<file path="src/rtl/pgb_pkg.sv">
// pgb_pkg: register map, field layout and reset values of the
// generator B / C configuration block.
// assumes byte addresses equal four times the register index.
package pgb_pkg;
	// -------------------------------------------------------------
	// register indexes (byte address = 4 * index)
	// -------------------------------------------------------------
	localparam logic [5:0] IDX_CTRL     = 6'h20;
	localparam logic [5:0] IDX_FQC_B    = 6'h29;
	localparam logic [5:0] IDX_CNT_B    = 6'h2A;
	localparam logic [5:0] IDX_MOD_B    = 6'h2C;
	localparam logic [5:0] IDX_DTM_B    = 6'h2E;
	localparam logic [5:0] IDX_ENC_C    = 6'h30;
	// -------------------------------------------------------------
	// field positions
	// -------------------------------------------------------------
	localparam int CTRL_MTG_BIT  = 0;
	localparam int CTRL_WP_BIT   = 1;
	localparam int CTRL_LDOK_BIT = 2;
	localparam int CTRL_EDGE_BIT = 3;
	localparam int FQC_FREQ_LSB  = 4;
	localparam int FQC_HALF_BIT  = 3;
	localparam int FQC_PSC_LSB   = 1;
	localparam int FQC_FLAG_BIT  = 0;
	localparam int ENC_EN_BIT    = 7;
	localparam int ENC_LDOK_BIT  = 1;
	localparam int ENC_RIE_BIT   = 0;
	// -------------------------------------------------------------
	// reset values
	// -------------------------------------------------------------
	localparam logic [14:0] MOD_RST  = 15'h7FFF;
	localparam logic [11:0] DTM_RST  = 12'hFFF;
	localparam logic [3:0]  FREQ_RST = 4'h0;
	localparam logic [1:0]  PSC_RST  = 2'h0;
	// -------------------------------------------------------------
	// bus responses
	// -------------------------------------------------------------
	localparam logic [1:0] RESP_OKAY   = 2'h0;
	localparam logic [1:0] RESP_SLVERR = 2'h2;
endpackage

</file>
<file path="src/rtl/pgb_gen_bc_cfg.sv">
// pgb_gen_bc_cfg: AXI4-Lite register file and generator B timing core,
// plus the generator C enable / load-okay / reload-irq-enable control.
// assumes generator C's counter lives elsewhere and reports its reload
// and flag through reloadC and reloadFlagC, synchronous to clk.
//
// Our own choice: the AXI4-Lite register port.
`timescale 1ns/1ps
module pgb_gen_bc_cfg
	import pgb_pkg::*;
#(
	parameter int AW = 8
) (
	input  wire logic          clk,
	input  wire logic          rst,
	input  wire logic [AW-1:0] s_axi_awaddr,
	input  wire logic          s_axi_awvalid,
	output logic               s_axi_awready,
	input  wire logic [31:0]   s_axi_wdata,
	input  wire logic [3:0]    s_axi_wstrb,
	input  wire logic          s_axi_wvalid,
	output logic               s_axi_wready,
	output logic [1:0]         s_axi_bresp,
	output logic               s_axi_bvalid,
	input  wire logic          s_axi_bready,
	input  wire logic [AW-1:0] s_axi_araddr,
	input  wire logic          s_axi_arvalid,
	output logic               s_axi_arready,
	output logic [31:0]        s_axi_rdata,
	output logic [1:0]         s_axi_rresp,
	output logic               s_axi_rvalid,
	input  wire logic          s_axi_rready,
	input  wire logic          reloadC,
	input  wire logic          reloadFlagC,
	output logic               multiGenSelect,
	output logic [1:0]         prescaleActB,
	output logic [14:0]        modulusActB,
	output logic [14:0]        counterB,
	output logic               reloadB,
	output logic               reloadReqB,
	output logic [14:0]        deadtimeCyclesB,
	output logic               genCEnable,
	output logic               genCLoad,
	output logic               reloadIrqC
);
	// -------------------------------------------------------------
	// state
	// -------------------------------------------------------------
	logic          awHeld_ff, nxt_awHeld, wHeld_ff, nxt_wHeld;
	logic [AW-1:0] awAddr_ff, nxt_awAddr;
	logic [31:0]   wData_ff, nxt_wData;
	logic [3:0]    wStrb_ff, nxt_wStrb;
	logic          bvalid_ff, nxt_bvalid, rvalid_ff, nxt_rvalid;
	logic [1:0]    bresp_ff, nxt_bresp, rresp_ff, nxt_rresp;
	logic [31:0]   rdata_ff, nxt_rdata;
	logic          mtg_ff, nxt_mtg, wp_ff, nxt_wp, edge_ff, nxt_edge;
	logic          load_okay_b_ff, nxt_load_okay_b, ldokBArm_ff, nxt_ldokBArm;
	logic [3:0]    freqBuf_ff, nxt_freqBuf, freqAct_ff, nxt_freqAct;
	logic          half_ff, nxt_half;
	logic [1:0]    pscBuf_ff, nxt_pscBuf, pscAct_ff, nxt_pscAct;
	logic          flag_ff, nxt_flag, flagArm_ff, nxt_flagArm;
	logic [14:0]   modBuf_ff, nxt_modBuf, modAct_ff, nxt_modAct;
	logic [11:0]   dtm_ff, nxt_dtm;
	logic [14:0]   dtCyc_ff, nxt_dtCyc;
	logic [2:0]    div_ff, nxt_div;
	logic [14:0]   cnt_ff, nxt_cnt;
	logic          down_ff, nxt_down;
	logic [3:0]    opp_ff, nxt_opp;
	logic          reload_ff, nxt_reload;
	logic          enC_ff, nxt_enC, rieC_ff, nxt_rieC;
	logic          load_okay_c_ff, nxt_load_okay_c, ldokCArm_ff, nxt_ldokCArm;
	logic          cLoad_ff, nxt_cLoad;

	// -------------------------------------------------------------
	// helpers
	// -------------------------------------------------------------
	function automatic logic [15:0] mergeBytes(
		input logic [15:0] old,
		input logic [31:0] data,
		input logic [3:0]  strb
	);
		logic [15:0] res;
		res = old;
		if (strb[0]) begin
			res[7:0] = data[7:0];
		end
		if (strb[1]) begin
			res[15:8] = data[15:8];
		end
		return res;
	endfunction

	function automatic logic [2:0] pscMask(input logic [1:0] psc);
		logic [2:0] m;
		unique case (psc)
			2'h0: m = 3'h0;
			2'h1: m = 3'h1;
			2'h2: m = 3'h3;
			2'h3: m = 3'h7;
		endcase
		return m;
	endfunction

	// divisor * value - 1, or the value itself when the divisor is one
	function automatic logic [14:0] dtCycles(
		input logic [11:0] dt,
		input logic [1:0]  psc
	);
		logic [14:0] prod;
		prod = 15'({3'h0, dt} << psc);
		if (psc == 2'h0) begin
			return prod;
		end
		return 15'(prod - 15'h0001);
	endfunction

	// -------------------------------------------------------------
	// combinational decode
	// -------------------------------------------------------------
	logic        awHs, wHs, arHs, doWrite, wrHit, rdHit;
	logic [5:0]  wIdx, rIdx;
	logic [15:0] wVal, fqcRd;
	logic        tick, fullOpp, halfOpp, oppEv, reloadNow;

	assign s_axi_awready = !awHeld_ff && !bvalid_ff;
	assign s_axi_wready  = !wHeld_ff && !bvalid_ff;
	assign s_axi_arready = !rvalid_ff;
	assign awHs    = s_axi_awvalid && s_axi_awready;
	assign wHs     = s_axi_wvalid && s_axi_wready;
	assign arHs    = s_axi_arvalid && s_axi_arready;
	assign doWrite = awHeld_ff && wHeld_ff && !bvalid_ff;
	assign wIdx    = awAddr_ff[7:2];
	assign rIdx    = s_axi_araddr[7:2];
	assign fqcRd   = {8'h00, freqBuf_ff, half_ff, pscBuf_ff, flag_ff};
	assign tick    = (div_ff & pscMask(pscAct_ff)) == pscMask(pscAct_ff);

	always_comb begin
		nxt_awHeld   = awHeld_ff;
		nxt_awAddr   = awAddr_ff;
		nxt_wHeld    = wHeld_ff;
		nxt_wData    = wData_ff;
		nxt_wStrb    = wStrb_ff;
		nxt_bvalid   = bvalid_ff;
		nxt_bresp    = bresp_ff;
		nxt_rvalid   = rvalid_ff;
		nxt_rresp    = rresp_ff;
		nxt_rdata    = rdata_ff;
		nxt_mtg      = mtg_ff;
		nxt_wp       = wp_ff;
		nxt_edge     = edge_ff;
		nxt_load_okay_b    = load_okay_b_ff;
		nxt_ldokBArm = ldokBArm_ff;
		nxt_freqBuf  = freqBuf_ff;
		nxt_freqAct  = freqAct_ff;
		nxt_half     = half_ff;
		nxt_pscBuf   = pscBuf_ff;
		nxt_pscAct   = pscAct_ff;
		nxt_flag     = flag_ff;
		nxt_flagArm  = flagArm_ff;
		nxt_modBuf   = modBuf_ff;
		nxt_modAct   = modAct_ff;
		nxt_dtm      = dtm_ff;
		nxt_enC      = enC_ff;
		nxt_rieC     = rieC_ff;
		nxt_load_okay_c    = load_okay_c_ff;
		nxt_ldokCArm = ldokCArm_ff;
		nxt_div      = 3'(div_ff + 3'h1);
		nxt_cnt      = cnt_ff;
		nxt_down     = down_ff;
		nxt_opp      = opp_ff;
		fullOpp      = 1'b0;
		halfOpp      = 1'b0;
		wrHit        = 1'b0;
		rdHit        = 1'b0;
		wVal         = 16'h0000;

		// ---------------------------------------------------------
		// generator B counter
		// ---------------------------------------------------------
		if (!mtg_ff) begin
			nxt_cnt  = 15'h0000;
			nxt_down = 1'b0;
		end else if (tick) begin
			if (edge_ff) begin
				if (cnt_ff >= modAct_ff) begin
					nxt_cnt = 15'h0001;
					fullOpp = 1'b1;
				end else begin
					nxt_cnt = 15'(cnt_ff + 15'h0001);
				end
			end else if (!down_ff) begin
				if (cnt_ff >= modAct_ff) begin
					nxt_down = 1'b1;
					nxt_cnt  = 15'(modAct_ff - 15'h0001);
					halfOpp  = 1'b1;
				end else begin
					nxt_cnt = 15'(cnt_ff + 15'h0001);
				end
			end else if (cnt_ff == 15'h0000) begin
				nxt_down = 1'b0;
				nxt_cnt  = 15'h0001;
				fullOpp  = 1'b1;
			end else begin
				nxt_cnt = 15'(cnt_ff - 15'h0001);
			end
		end
		// half-cycle reloads only exist in center-aligned mode
		oppEv     = fullOpp || (halfOpp && half_ff && !edge_ff);
		reloadNow = oppEv && (opp_ff == freqAct_ff);
		if (oppEv) begin
			nxt_opp = reloadNow ? 4'h0 : 4'(opp_ff + 4'h1);
		end

		// ---------------------------------------------------------
		// read channel; reads arm the clear / set sequences
		// ---------------------------------------------------------
		if (s_axi_rvalid && s_axi_rready) begin
			nxt_rvalid = 1'b0;
		end
		if (arHs) begin
			nxt_rvalid = 1'b1;
			rdHit      = 1'b1;
			nxt_rdata  = 32'h0000_0000;
			unique case (rIdx)
				IDX_CTRL: nxt_rdata[3:0] = {edge_ff, load_okay_b_ff, wp_ff, mtg_ff};
				IDX_FQC_B: begin
					nxt_rdata[15:0] = fqcRd;
					if (flag_ff) begin
						nxt_flagArm = 1'b1;
					end
				end
				IDX_CNT_B: nxt_rdata[14:0] = cnt_ff;
				IDX_MOD_B: nxt_rdata[14:0] = modBuf_ff;
				IDX_DTM_B: nxt_rdata[11:0] = dtm_ff;
				IDX_ENC_C: begin
					// bits hidden while generator C does not exist
					nxt_rdata[ENC_EN_BIT]   = enC_ff && mtg_ff;
					nxt_rdata[ENC_LDOK_BIT] = load_okay_c_ff && mtg_ff;
					nxt_rdata[ENC_RIE_BIT]  = rieC_ff && mtg_ff;
					if (mtg_ff && !load_okay_c_ff) begin
						nxt_ldokCArm = 1'b1;
					end
				end
				default: rdHit = 1'b0;
			endcase
			if (rIdx == IDX_CTRL && !load_okay_b_ff) begin
				nxt_ldokBArm = 1'b1;
			end
			if (s_axi_araddr[1:0] != 2'h0) begin
				rdHit = 1'b0;
			end
			nxt_rresp = rdHit ? RESP_OKAY : RESP_SLVERR;
		end

		// ---------------------------------------------------------
		// write channel
		// ---------------------------------------------------------
		if (awHs) begin
			nxt_awHeld = 1'b1;
			nxt_awAddr = s_axi_awaddr;
		end
		if (wHs) begin
			nxt_wHeld = 1'b1;
			nxt_wData = s_axi_wdata;
			nxt_wStrb = s_axi_wstrb;
		end
		if (s_axi_bvalid && s_axi_bready) begin
			nxt_bvalid = 1'b0;
		end
		if (doWrite) begin
			nxt_awHeld = 1'b0;
			nxt_wHeld  = 1'b0;
			nxt_bvalid = 1'b1;
			wrHit      = 1'b1;
			unique case (wIdx)
				IDX_CTRL: begin
					wVal     = mergeBytes({12'h000, edge_ff, load_okay_b_ff, wp_ff,
						mtg_ff}, wData_ff, wStrb_ff);
					nxt_mtg  = wVal[CTRL_MTG_BIT];
					nxt_edge = wVal[CTRL_EDGE_BIT];
					// write protect is sticky until reset
					nxt_wp   = wp_ff || wVal[CTRL_WP_BIT];
					if (!wVal[CTRL_LDOK_BIT]) begin
						nxt_load_okay_b = 1'b0;
					end else if (ldokBArm_ff) begin
						nxt_load_okay_b = 1'b1;
					end
					nxt_ldokBArm = 1'b0;
				end
				IDX_FQC_B: if (mtg_ff && wStrb_ff[0]) begin
					nxt_freqBuf = wData_ff[FQC_FREQ_LSB +: 4];
					nxt_half    = wData_ff[FQC_HALF_BIT];
					nxt_pscBuf  = wData_ff[FQC_PSC_LSB +: 2];
					// a reload in between disarms, so the write is void
					if (wData_ff[FQC_FLAG_BIT] && flagArm_ff) begin
						nxt_flag    = 1'b0;
						nxt_flagArm = 1'b0;
					end
				end
				IDX_CNT_B: ;
				IDX_MOD_B: if (mtg_ff) begin
					wVal       = mergeBytes({1'b0, modBuf_ff}, wData_ff,
						wStrb_ff);
					nxt_modBuf = wVal[14:0];
				end
				IDX_DTM_B: if (mtg_ff && !wp_ff) begin
					wVal    = mergeBytes({4'h0, dtm_ff}, wData_ff, wStrb_ff);
					nxt_dtm = wVal[11:0];
				end
				IDX_ENC_C: if (mtg_ff && wStrb_ff[0]) begin
					nxt_enC  = wData_ff[ENC_EN_BIT];
					nxt_rieC = wData_ff[ENC_RIE_BIT];
					if (!wData_ff[ENC_LDOK_BIT]) begin
						nxt_load_okay_c = 1'b0;
					end else if (ldokCArm_ff) begin
						nxt_load_okay_c = 1'b1;
					end
					nxt_ldokCArm = 1'b0;
				end
				default: wrHit = 1'b0;
			endcase
			if (awAddr_ff[1:0] != 2'h0) begin
				wrHit = 1'b0;
			end
			nxt_bresp = wrHit ? RESP_OKAY : RESP_SLVERR;
		end

		// ---------------------------------------------------------
		// reload events win over software clears
		// ---------------------------------------------------------
		if (reloadNow) begin
			nxt_freqAct = freqBuf_ff;
			nxt_flag    = 1'b1;
			nxt_flagArm = 1'b0;
			if (load_okay_b_ff) begin
				nxt_pscAct = pscBuf_ff;
				nxt_modAct = modBuf_ff;
				nxt_load_okay_b  = 1'b0;
				nxt_div    = 3'h0;
			end
		end
		if (reloadC && load_okay_c_ff) begin
			nxt_load_okay_c = 1'b0;
		end
	end

	assign nxt_reload = reloadNow;
	assign nxt_dtCyc  = dtCycles(dtm_ff, pscAct_ff);
	assign nxt_cLoad  = reloadC && load_okay_c_ff && mtg_ff;

	// -------------------------------------------------------------
	// registers
	// -------------------------------------------------------------
	always_ff @(posedge clk or posedge rst) begin
		if (rst) begin
			awHeld_ff <= 1'b0;  awAddr_ff <= '0;  wHeld_ff <= 1'b0;
			wData_ff <= 32'h0000_0000;  wStrb_ff <= 4'h0;
			bvalid_ff <= 1'b0;  bresp_ff <= RESP_OKAY;
			rvalid_ff <= 1'b0;  rresp_ff <= RESP_OKAY;
			rdata_ff <= 32'h0000_0000;
			mtg_ff <= 1'b0;  wp_ff <= 1'b0;  edge_ff <= 1'b0;
			load_okay_b_ff <= 1'b0;  ldokBArm_ff <= 1'b0;
			freqBuf_ff <= FREQ_RST;  freqAct_ff <= FREQ_RST;
			half_ff <= 1'b0;  pscBuf_ff <= PSC_RST;  pscAct_ff <= PSC_RST;
			flag_ff <= 1'b0;  flagArm_ff <= 1'b0;
			modBuf_ff <= MOD_RST;  modAct_ff <= MOD_RST;
			dtm_ff <= DTM_RST;  dtCyc_ff <= 15'(DTM_RST);
			div_ff <= 3'h0;  cnt_ff <= 15'h0000;  down_ff <= 1'b0;
			opp_ff <= 4'h0;  reload_ff <= 1'b0;
			enC_ff <= 1'b0;  rieC_ff <= 1'b0;
			load_okay_c_ff <= 1'b0;  ldokCArm_ff <= 1'b0;  cLoad_ff <= 1'b0;
		end else begin
			awHeld_ff <= nxt_awHeld;  awAddr_ff <= nxt_awAddr;
			wHeld_ff <= nxt_wHeld;  wData_ff <= nxt_wData;
			wStrb_ff <= nxt_wStrb;  bvalid_ff <= nxt_bvalid;
			bresp_ff <= nxt_bresp;  rvalid_ff <= nxt_rvalid;
			rresp_ff <= nxt_rresp;  rdata_ff <= nxt_rdata;
			mtg_ff <= nxt_mtg;  wp_ff <= nxt_wp;  edge_ff <= nxt_edge;
			load_okay_b_ff <= nxt_load_okay_b;  ldokBArm_ff <= nxt_ldokBArm;
			freqBuf_ff <= nxt_freqBuf;  freqAct_ff <= nxt_freqAct;
			half_ff <= nxt_half;  pscBuf_ff <= nxt_pscBuf;
			pscAct_ff <= nxt_pscAct;  flag_ff <= nxt_flag;
			flagArm_ff <= nxt_flagArm;  modBuf_ff <= nxt_modBuf;
			modAct_ff <= nxt_modAct;  dtm_ff <= nxt_dtm;
			dtCyc_ff <= nxt_dtCyc;  div_ff <= nxt_div;  cnt_ff <= nxt_cnt;
			down_ff <= nxt_down;  opp_ff <= nxt_opp;
			reload_ff <= nxt_reload;  enC_ff <= nxt_enC;
			rieC_ff <= nxt_rieC;  load_okay_c_ff <= nxt_load_okay_c;
			ldokCArm_ff <= nxt_ldokCArm;  cLoad_ff <= nxt_cLoad;
		end
	end

	// -------------------------------------------------------------
	// outputs
	// -------------------------------------------------------------
	assign s_axi_bvalid    = bvalid_ff;
	assign s_axi_bresp     = bresp_ff;
	assign s_axi_rvalid    = rvalid_ff;
	assign s_axi_rresp     = rresp_ff;
	assign s_axi_rdata     = rdata_ff;
	assign multiGenSelect  = mtg_ff;
	assign prescaleActB    = pscAct_ff;
	assign modulusActB     = modAct_ff;
	assign counterB        = cnt_ff;
	assign reloadB         = reload_ff;
	assign reloadReqB      = flag_ff;
	assign deadtimeCyclesB = dtCyc_ff;
	assign genCEnable      = enC_ff && mtg_ff;
	assign genCLoad        = cLoad_ff;
	assign reloadIrqC      = reloadFlagC && rieC_ff && mtg_ff;
endmodule

</file>
<file path="config.mk">
export PLATFORM = sky130hd
export DESIGN_NAME = pgb_gen_bc_cfg
export DESIGN_NICKNAME = d
export VERILOG_FILES = /design/src/rtl/pgb_pkg.sv /design/src/rtl/pgb_gen_bc_cfg.sv
export SDC_FILE = /design/constraint.sdc
export NUM_CORES = 1
export LEC_CHECK = 0
export BUFFER_PORTS_ARGS = -buffer_cell sky130_fd_sc_hd__buf_2
export CAP_MARGIN = 40
export CORE_MARGIN = 2
export CORE_UTILIZATION = 50
export CTS_CLUSTER_SIZE = 16
export DETAILED_ROUTE_END_ITERATION = 10
export PLACE_DENSITY = 0.78
export REMOVE_ABC_BUFFERS = 1
export SYNTH_ARGS = -nofsm -noshare
export SYNTH_HDL_FRONTEND = slang
export SYNTH_SLANG_ARGS = --single-unit
</file>
<file path="constraint.sdc">
create_clock -name clk -period 5 [get_ports clk]
set_input_delay 1 -clock clk [delete_from_list [all_inputs] [get_ports clk]]
set_output_delay 1 -clock clk [all_outputs]
set_load 0.05 [all_outputs]
</file>
==> summary.txt, run 1 <==
Outcome
  – Status: finished clean

Timing
  – Setup Skew: 0.009278 ns
  – Final setup vio count: 0
  – Setup ws final: 1.651 ns
  – Final period util: 0.6698
  – Fmax: 298.6 MHz
  – Worst-margin pin slew: 0.9775 ns
  – Final hold violation count: 0
  – RSZ-0062 raised after global routing: no
  – Hold WS: 0.4780 ns
  – Minimum clock period: 3.349 ns
  – Max Slew Vio Count: 0
  – Max_slew headroom: 0.3423

Global route
  – Initial antenna violation count: 0
  – Global-route wire length before repair: 36200 µm
  – Number of global-route vias before repair: 6833
  – Congestion Overflow GR: 0
  – Largest net degree at the start of global routing: 91
  – Total GRT Usage: 0.2519

Logic synthesis
  – Post-synthesis cell area: 8811 µm²
  – Unique masters post-synth: 79
  – Synth Area in Adders: 0.02982
  – XOR/XNOR Fraction of Synth Area: 0.03082
  – Post-synthesis mux area share: 0.1184
  – Synth top area share: 0.2783
  – Synth top area cells: dfrtp_1 (28%), dfstp_2 (16%), mux2_2 (9.2%), o21ai_0 (3.0%), ha_1 (3.0%)
  – Yosys reg bits: 152
  – Syn_area_per_cell: 10.13 µm²
  – Synth Area in Simple Gates: 0.1705
  – Largest family of logic cells by synthesized area: simple AND/OR/NAND/NOR gates
  – Compound-gate portion of the synthesized area: 0.1555
  – Sequential fraction of the synthesis area: 0.4394
  – Ys Warns: 0
  – Synth Flop Type: dfrtp_1
  – Post-synth EDFFs: 0
  – Cells after Synth: 870
  – Ys async rst share: 1.000
  – Post-synth top area cell: dfrtp_1

Floorplanning
  – Starting density of the core: 0.5112
  – Die H: 136.7 µm
  – Die width: 136.7 µm
  – Die area: 18700 µm²
  – Core area: 17240 µm²
  – FP Rows: 48
  – Io pins: 155

Layout
  – Layout cells sized above 1: 0.3252
  – Final Instance Area: 10090 µm²
  – Area grow syn2layout: 14.51%
  – Diodes inserted: 0
  – Final nets: 1053

CTS
  – Number of gates resized after cts: 0
  – H-tree Lvls: 4
  – Post-CTS Setup Bufs: 0
  – Clk Latency, worst-skew pair: 0.43 ns
  – Worst-path clk slew: 0.06 ns
  – Clk sinks: 152
  – Hold Buf Count CTS: 0
  – TritonCTS clock tree: done
  – Bufs on Longest Clock Path: 2
  – CTS buffer count: 17
  – Clock root buffer: clkbuf_16

Drt
  – DRC Markers: 0
  – DRT antenna net count: 0
  – First drt pass iteration count: 6
  – Wire per inst: 18.90 µm
  – Via density: 6.018
  – Number of DRC markers in iteration 0: 601
  – Post-Route WL: 22850 µm
  – Vias: 7276

Power and ir drop
  – Power, Total: 5.756 mW
  – Pwr Density: 570.5 nW/µm²
  – Leakage power: 4.562 nW
  – Max rail drop VDD: 473.8 µV

Setup path
  – Crit-path cells: inv_1 > ha_1 > nand3_1 > a311oi_1 > o21ai_1 > and3_1 > o41ai_4 > buf_4 > and2_4 > and2b_2
  – CP peak stage delay: 0.68 ns
  – Worst path bufs/invs: 2
  – Required time of the critical path: 5.32 ns
  – CP endpoint kind: flip-flop
  – Number of cells on the worst reg-to-reg path: 10
  – Worst Path Max Fanout: 21
  – Worst EP arrival: 3.67 ns
  – Type of origin of the critical path: flip-flop
  – R2R Path End: div_ff[1]$_DFF_PP0_
  – Crit-path leading delay family: simple AND/OR/NAND/NOR gates
  – Kind of critical path: flip-flop to flip-flop
  – CP max-delay cell: dfrtp_1
  – Worst reg2reg setup slack: 1.65 ns
  – Worst reg2reg path startpoint: counterB[0]$_DFFE_PP0P_

Job
  – Maxcap violations: 0

Place
  – Port Buffer Count: 116
  – Post-DP HPWL: 16360 µm
  – Pre-CTS worst setup slack: 1.733 ns
  – Placed inst area: 9479 µm²
  – Gp weighted congestion: 0.8946

Min path
  – Min-Delay Path Depth: 2
  – Worst Hold Path EP: s_axi_rdata[10]$_DFFE_PP0P_
  – Worst hold start: s_axi_rdata[10]$_DFFE_PP0P_
  – HP Class: flip-flop to flip-flop
## Yosys cell counts, drive strengths merged (9+ instances only)
| cell type | n |
|---|---|
| nand2 | 65 |
| xnor2 | 26 |
| nor3 | 22 |
| nand4 | 11 |
| a22o | 21 |
| o21ai | 55 |
| and3 | 13 |
| ha | 21 |
| nor2b | 9 |
| dfrtp | 98 |
| buf | 33 |
| nor4 | 12 |
| nand2b | 12 |
| mux2 | 72 |
| clkbuf | 31 |
| mux2i | 21 |
| inv | 33 |
| a21oi | 42 |
| nand3 | 31 |
| dfstp | 54 |
| nor2 | 58 |
## stage by stage
step	setup TNS, ns	cells	util
global route	0	1209	0.5854
CTS	0	1209	0.5854
detailed placement	0	1177	0.5499
floorplan	-0.3659	824	-
global placement	0	1173	0.5483
finish	0	1209	0.5854
## per-layer routing
layer | share of wire | up-vias | global-route usage
met5 | 0 | - | 0
met4 | 0.028 | 0 | 0.1042
met3 | 0.080 | 48 | 0.05148
met2 | 0.47 | 326 | 0.3931
met1 | 0.43 | 3556 | 0.3424
li1 | - | 3346 | -
## state kept, by name (all words and copies together), names as in the netlist, 8 cells and up
signal / flops
wData_ff: 15
deadtimeCyclesB: 15
s_axi_rdata: 15
dtm_ff: 12
counterB: 15
awAddr_ff: 8
modulusActB: 15
modBuf_ff: 15
## final cells by class
| cell class | count | area [µm²] |
|---|---|---|
| Clock inverter | 13 | 167.7 |
| Multi-Input combinational cell | 639 | 4528 |
| Tap cell | 225 | 281.5 |
| Timing Repair Buffer | 128 | 669.4 |
| Sequential cell | 152 | 3871 |
| Inverter | 33 | 128.9 |
| Clock buffer | 19 | 442.9 |
| Fill cell | 1438 | 7147 |
## cell usage in the layout (no fill, tap or decap), types with 7 or more instances in the layout
| cell type | instances |
|---|---|
| nor4_1 | 8 |
| nand2b_1 | 10 |
| a31oi_1 | 7 |
| dfstp_2 | 54 |
| buf_2 | 118 |
| nand3_1 | 29 |
| dfrtp_1 | 98 |
| o2bb2ai_1 | 8 |
| nand3b_1 | 7 |
| a21oi_1 | 42 |
| nand2_1 | 65 |
| conb_1 | 19 |
| mux2i_1 | 21 |
| o21ai_0 | 53 |
| xnor2_1 | 26 |
| nor2_1 | 58 |
| a221oi_1 | 7 |
| buf_4 | 9 |
| inv_1 | 32 |
| nor2b_1 | 9 |
| a21o_1 | 7 |
| nor3_1 | 18 |
| mux2_2 | 72 |
| a22o_1 | 21 |
| clkbuf_16 | 17 |
| and3_1 | 13 |
| ha_1 | 21 |
| nand4_1 | 11 |
## worst register-to-register path, delay by kind of cell (launching register included)
| family | cells | cell delay (ns) |
|---|---|---|
| buffers and inverters | 2 | 0.37 |
| AOI/OAI and AO/OA | 3 | 0.80 |
| and+or+nand+nor | 4 | 1.10 |
| adders and majority gates | 1 | 0.31 |
| DFF | 1 | 0.68 |
## worst max-delay path by stage
stage | startpoint | to | slack (ns) | cells after the start
after global placement | prescaleActB[0]$_DFFE_PP0P_ | div_ff[1]$_DFF_PP0_ | 1.64 | 9
final | counterB[0]$_DFFE_PP0P_ | div_ff[1]$_DFF_PP0_ | 1.65 | 10
after floorplan | rst | awAddr_ff[0]$_DFFE_PP0P_ | -0.004 | 1
after CTS | counterB[0]$_DFFE_PP0P_ | div_ff[1]$_DFF_PP0_ | 1.70 | 10
after global routing | counterB[0]$_DFFE_PP0P_ | div_ff[1]$_DFF_PP0_ | 1.49 | 10
after detailed placement | counterB[0]$_DFFE_PP0P_ | div_ff[1]$_DFF_PP0_ | 1.73 | 10
## cell families after synthesis
kind of cell	Yosys count
buffers and inverters	97
muxes	94
other	1
xor gates and xnor gates	31
adders and majority gates	21
and+or+nand+nor	275
AOI/OAI and AO/OA	199
DFF	152
## power by group
group	total [mW]	internal, mW	switching (mW)
registers	1.83	1.43	0.404
logic	2.58	0.945	1.64
clock network	1.34	0.804	0.541
Note: power is estimated with default switching activity, not from simulation.
==> run 2, diff against run 1 <==
Settings changed: ABC_AREA from default to 1, PLACE_DENSITY 0.78 to 0.75.
Clock period 5 ns to 3.35 ns, I/O delays scaled along.
==> run 2 against run 1 <==
Effect of this change:
- total power is 63% higher
- register-to-register slack worse by 0.95 ns
- sequential share of layout area is 1.1 points lower
- sequential cell count stayed put
- critical endpoint is now modulusActB[9]$_DFFE_PP1P_
- global-route usage is 2.2 points higher
- routed wire length is 14% higher
- clock skew is 0.0021 ns lower
- utilization is 0.27 points lower
- largest cell class unchanged
- first-iteration DRC count is 43% higher
- final area is 3.0% higher
- die area is 2.7% higher
- highest routed layer unchanged
==> summary.txt, run 2 <==
Layout
  – Final nets: 1407 (+34%)
  – Most common cell after layout, fill and taps aside: nand2_1
  – Layout cells sized above 1: 0.1951 (-0.1301)
  – Most frequent cells in the layout: nand2_1 (354), nor2_1 (122), inv_1 (122), buf_2 (116), dfrtp_1 (98)
  – Area grow syn2layout: 14.80%
  – Final Instance Area: 10400 µm² (+3.0%)
  – Final Util: 0.5827 (-0.002716)

Setup path
  – Number of cells on the worst reg-to-reg path: 13 (+3)
  – CP max-delay cell: dfstp_2
  – Required time of the critical path: 3.71 ns (-1.61 ns)
  – Worst Path Max Fanout: 17 (-19%)
  – Kind of critical path: flip-flop to flip-flop
  – Crit-path cells: inv_1 > ha_1 > nand2_1 > nor2_1 > nand3_1 > nor2_1 > nand2_1 > nand2_1 > nand2_1 > a21oi_2 > buf_4 > nand4_1 > nand2_1
  – CP endpoint kind: flip-flop
  – Most used cell, CP: nand2_1
  – Worst setup endpoint: modulusActB[9]$_DFFE_PP1P_
  – Worst reg2reg path startpoint: modulusActB[12]$_DFFE_PP1P_
  – R2R Path End: modulusActB[9]$_DFFE_PP1P_
  – Worst setup path start: modulusActB[12]$_DFFE_PP1P_
  – Type of origin of the critical path: flip-flop
  – CP peak stage delay: 0.61 ns (-0.07 ns)
  – Worst EP arrival: 3.02 ns (-0.65 ns)
  – Worst reg2reg setup slack: 0.70 ns (-0.95 ns)

Drt
  – Vias: 8454 (+16%)
  – Via density: 5.392 (-10%)
  – First drt pass iteration count: 6 (unchanged)
  – DRC Markers: 0 (unchanged)
  – Wire per inst: 16.66 µm (-12%)
  – DRT antenna net count: 0 (unchanged)
  – Post-Route WL: 26130 µm (+14%)
  – Number of DRC markers in iteration 0: 857 (+43%)

Logic synthesis
  – Synth top area cells: dfrtp_1 (27%), dfstp_2 (16%), nand2_1 (15%), inv_1 (5.1%), nor2_1 (5.1%)
  – Cells after Synth: 1207 (+39%)
  – Sequential fraction of the synthesis area: 0.4275 (-0.01184)
  – Syn_area_per_cell: 7.502 µm² (-26%)
  – Synth Flop Type: dfrtp_1
  – Post-synth top area cell: dfrtp_1
  – Unique masters post-synth: 48 (-39%)
  – Ys Warns: 0 (unchanged)
  – Post-synth EDFFs: 0 (unchanged)
  – Count leader, synth: nand2_1
  – Post-synth top cells: nand2_1 (354), inv_1 (123), nor2_1 (122), dfrtp_1 (98), nand3_1 (76)
  – Synth top area share: 0.2708 (-0.007500)
  – Post-synthesis cell area: 9055 µm² (+2.8%)
  – Yosys reg bits: 152 (unchanged)
  – Ys async rst share: 1.000 (unchanged)

Global route
  – Initial antenna violation count: 1 (+1)
  – Total GRT Usage: 0.2736 (+0.02169)
  – Congestion Overflow GR: 0 (unchanged)
  – Number of global-route vias before repair: 7782 (+14%)
  – Global-route wire length before repair: 41700 µm (+15%)
  – Largest net degree at the start of global routing: 77 (-15%)

Floorplanning
  – Die H: 138.6 µm (+1.3%)
  – FP Rows: 49 (+2.1%)
  – Die width: 138.6 µm (+1.3%)
  – Starting density of the core: 0.5075 (-0.003640)
  – Die area: 19200 µm² (+2.7%)
  – Io pins: 155 (unchanged)
  – Core area: 17840 µm² (+3.5%)

Power and ir drop
  – Leakage power: 5.447 nW (+19%)
  – Pwr Density: 901.3 nW/µm² (+58%)
  – Max rail drop VDD: 951.3 µV (+100%)

CTS
  – Clk Latency, worst-skew pair: 0.43 ns (about the same)
  – Number of gates resized after cts: 0 (unchanged)
  – H-tree Lvls: 4 (unchanged)
  – Worst-path clk slew: 0.06 ns (about the same)
  – Hold Buf Count CTS: 0 (unchanged)
  – Clock root buffer: clkbuf_16
  – TritonCTS clock tree: done
  – Post-CTS Setup Bufs: 0 (unchanged)
  – Clk sinks: 152 (unchanged)
  – CTS buffer count: 17 (unchanged)
  – Bufs on Longest Clock Path: 2 (unchanged)

Place
  – Post-DP HPWL: 19540 µm (+19%)
  – Gp weighted congestion: 0.9961 (+11%)
  – Port Buffer Count: 116 (unchanged)
  – Placed inst area: 9836 µm² (+3.8%)

Timing
  – Max Slew Vio Count: 0 (unchanged)
  – Fin Setup TNS: 0 ns (unchanged)
  – Final period util: 0.7922 (+0.1224)
  – Final setup vio count: 0 (unchanged)
  – Worst-margin pin slew: 0.7922 ns (-0.1853 ns)
  – Setup Skew: 0.007147 ns (-0.002130 ns)
  – Fmax: 376.8 MHz (+26%)
  – RSZ-0062 raised after global routing: no
  – Minimum clock period: 2.654 ns (-0.6953 ns)
  – Final hold violation count: 0 (unchanged)
  – Max_slew headroom: 0.4719 (+0.1295)

Min path
  – HP Class: primary input to async pin

Job
  – Maxcap violations: 0 (unchanged)

Outcome
  – Status: finished clean
## run 2: changes by cell type after synthesis, sizes merged, moves of 31 or more
cell	delta
mux2	-68
inv	+97
o21ai	+31
nand2	+294
nand3	+46
nor2	+75
## run 2: worst max-delay path, delay by kind of cell (launching register included)
family	cells	cell delay, ns
AOI/OAI and AO/OA	1	0.23
buffers and inverters	2	0.31
adders and majority gates	1	0.29
and+or+nand+nor	9	1.16
DFF	1	0.61
## run 2: worst min-delay path by stage
stage                                   start                             to  cells past startpoint
finish                                    rst  deadtimeCyclesB[12]$_DFF_PP0_                      2
global route                              rst        wData_ff[6]$_DFFE_PP0P_                      2
CTS                                       rst        wData_ff[6]$_DFFE_PP0P_                      2
detailed placement    wData_ff[7]$_DFFE_PP0P_      freqBuf_ff[3]$_DFFE_PP0P_                      2
global placement      wData_ff[7]$_DFFE_PP0P_      freqBuf_ff[3]$_DFFE_PP0P_                      2
floorplan           freqBuf_ff[0]$_DFFE_PP0P_      freqAct_ff[0]$_DFFE_PP0N_                      2
## run 2: metrics by stage
stage	hold slack (ns)	power, mW	setup slack [ns]	std cells
2_1_floorplan	0.4489	5.963	-1.324	1169
3_3_place_gp	0.4636	7.371	0.7607	1534
3_5_place_dp	0.4689	7.456	0.7416	1535
4_1_cts	0.3866	9.303	0.7126	1567
5_1_grt	0.4107	10.10	0.4779	1567
6_report	0.3559	9.369	0.6961	1568
## run 2: power breakdown
| part | internal [mW] | leakage (nW) | total [mW] | switching (mW) |
|---|---|---|---|---|
| Sequential | 2.15 | 1.80 | 2.47 | 0.329 |
| Clock | 1.08 | 0.264 | 1.84 | 0.758 |
| Combinational | 1.59 | 3.38 | 5.06 | 3.47 |
| Total | 4.81 | 5.45 | 9.37 | 4.56 |
## run 2: kinds of logic (layout without fill, tap and decap cells)
| family | count (synthesis) | count (layout) | synth area share |
|---|---|---|---|
| other | 1 | 20 | 0.0004141 |
| adder cells (fa/ha/maj) | 21 | 21 | 0.02902 |
| multiplexers | 4 | 4 | 0.004974 |
| AO/OA/AOI/OAI | 173 | 173 | 0.1068 |
| XOR/XNOR | 38 | 38 | 0.03676 |
| AND/OR/NAND/NOR | 631 | 631 | 0.3016 |
| buffers and inverters | 187 | 300 | 0.09285 |
| flip-flops | 152 | 152 | 0.4275 |
## run 2: final cells by class
type	instances	area, µm²
fill	1646	7446
multi-input combinational	886	4410
sequential	152	3871
timing repair buffer	137	770.7
inverter	131	496.7
clock buffer	25	485.5
tap	229	286.5
clock inverter	7	71.32
antenna	1	2.502
## run 2: per-layer routing
layer  global-route usage  up-vias  wire (µm)
met5                    0        -          0
met4              0.09989        0        737
met3              0.05421       54       1948
met2               0.4294      342      12160
met1               0.3794     3957      11280
li1                     -     4101          -
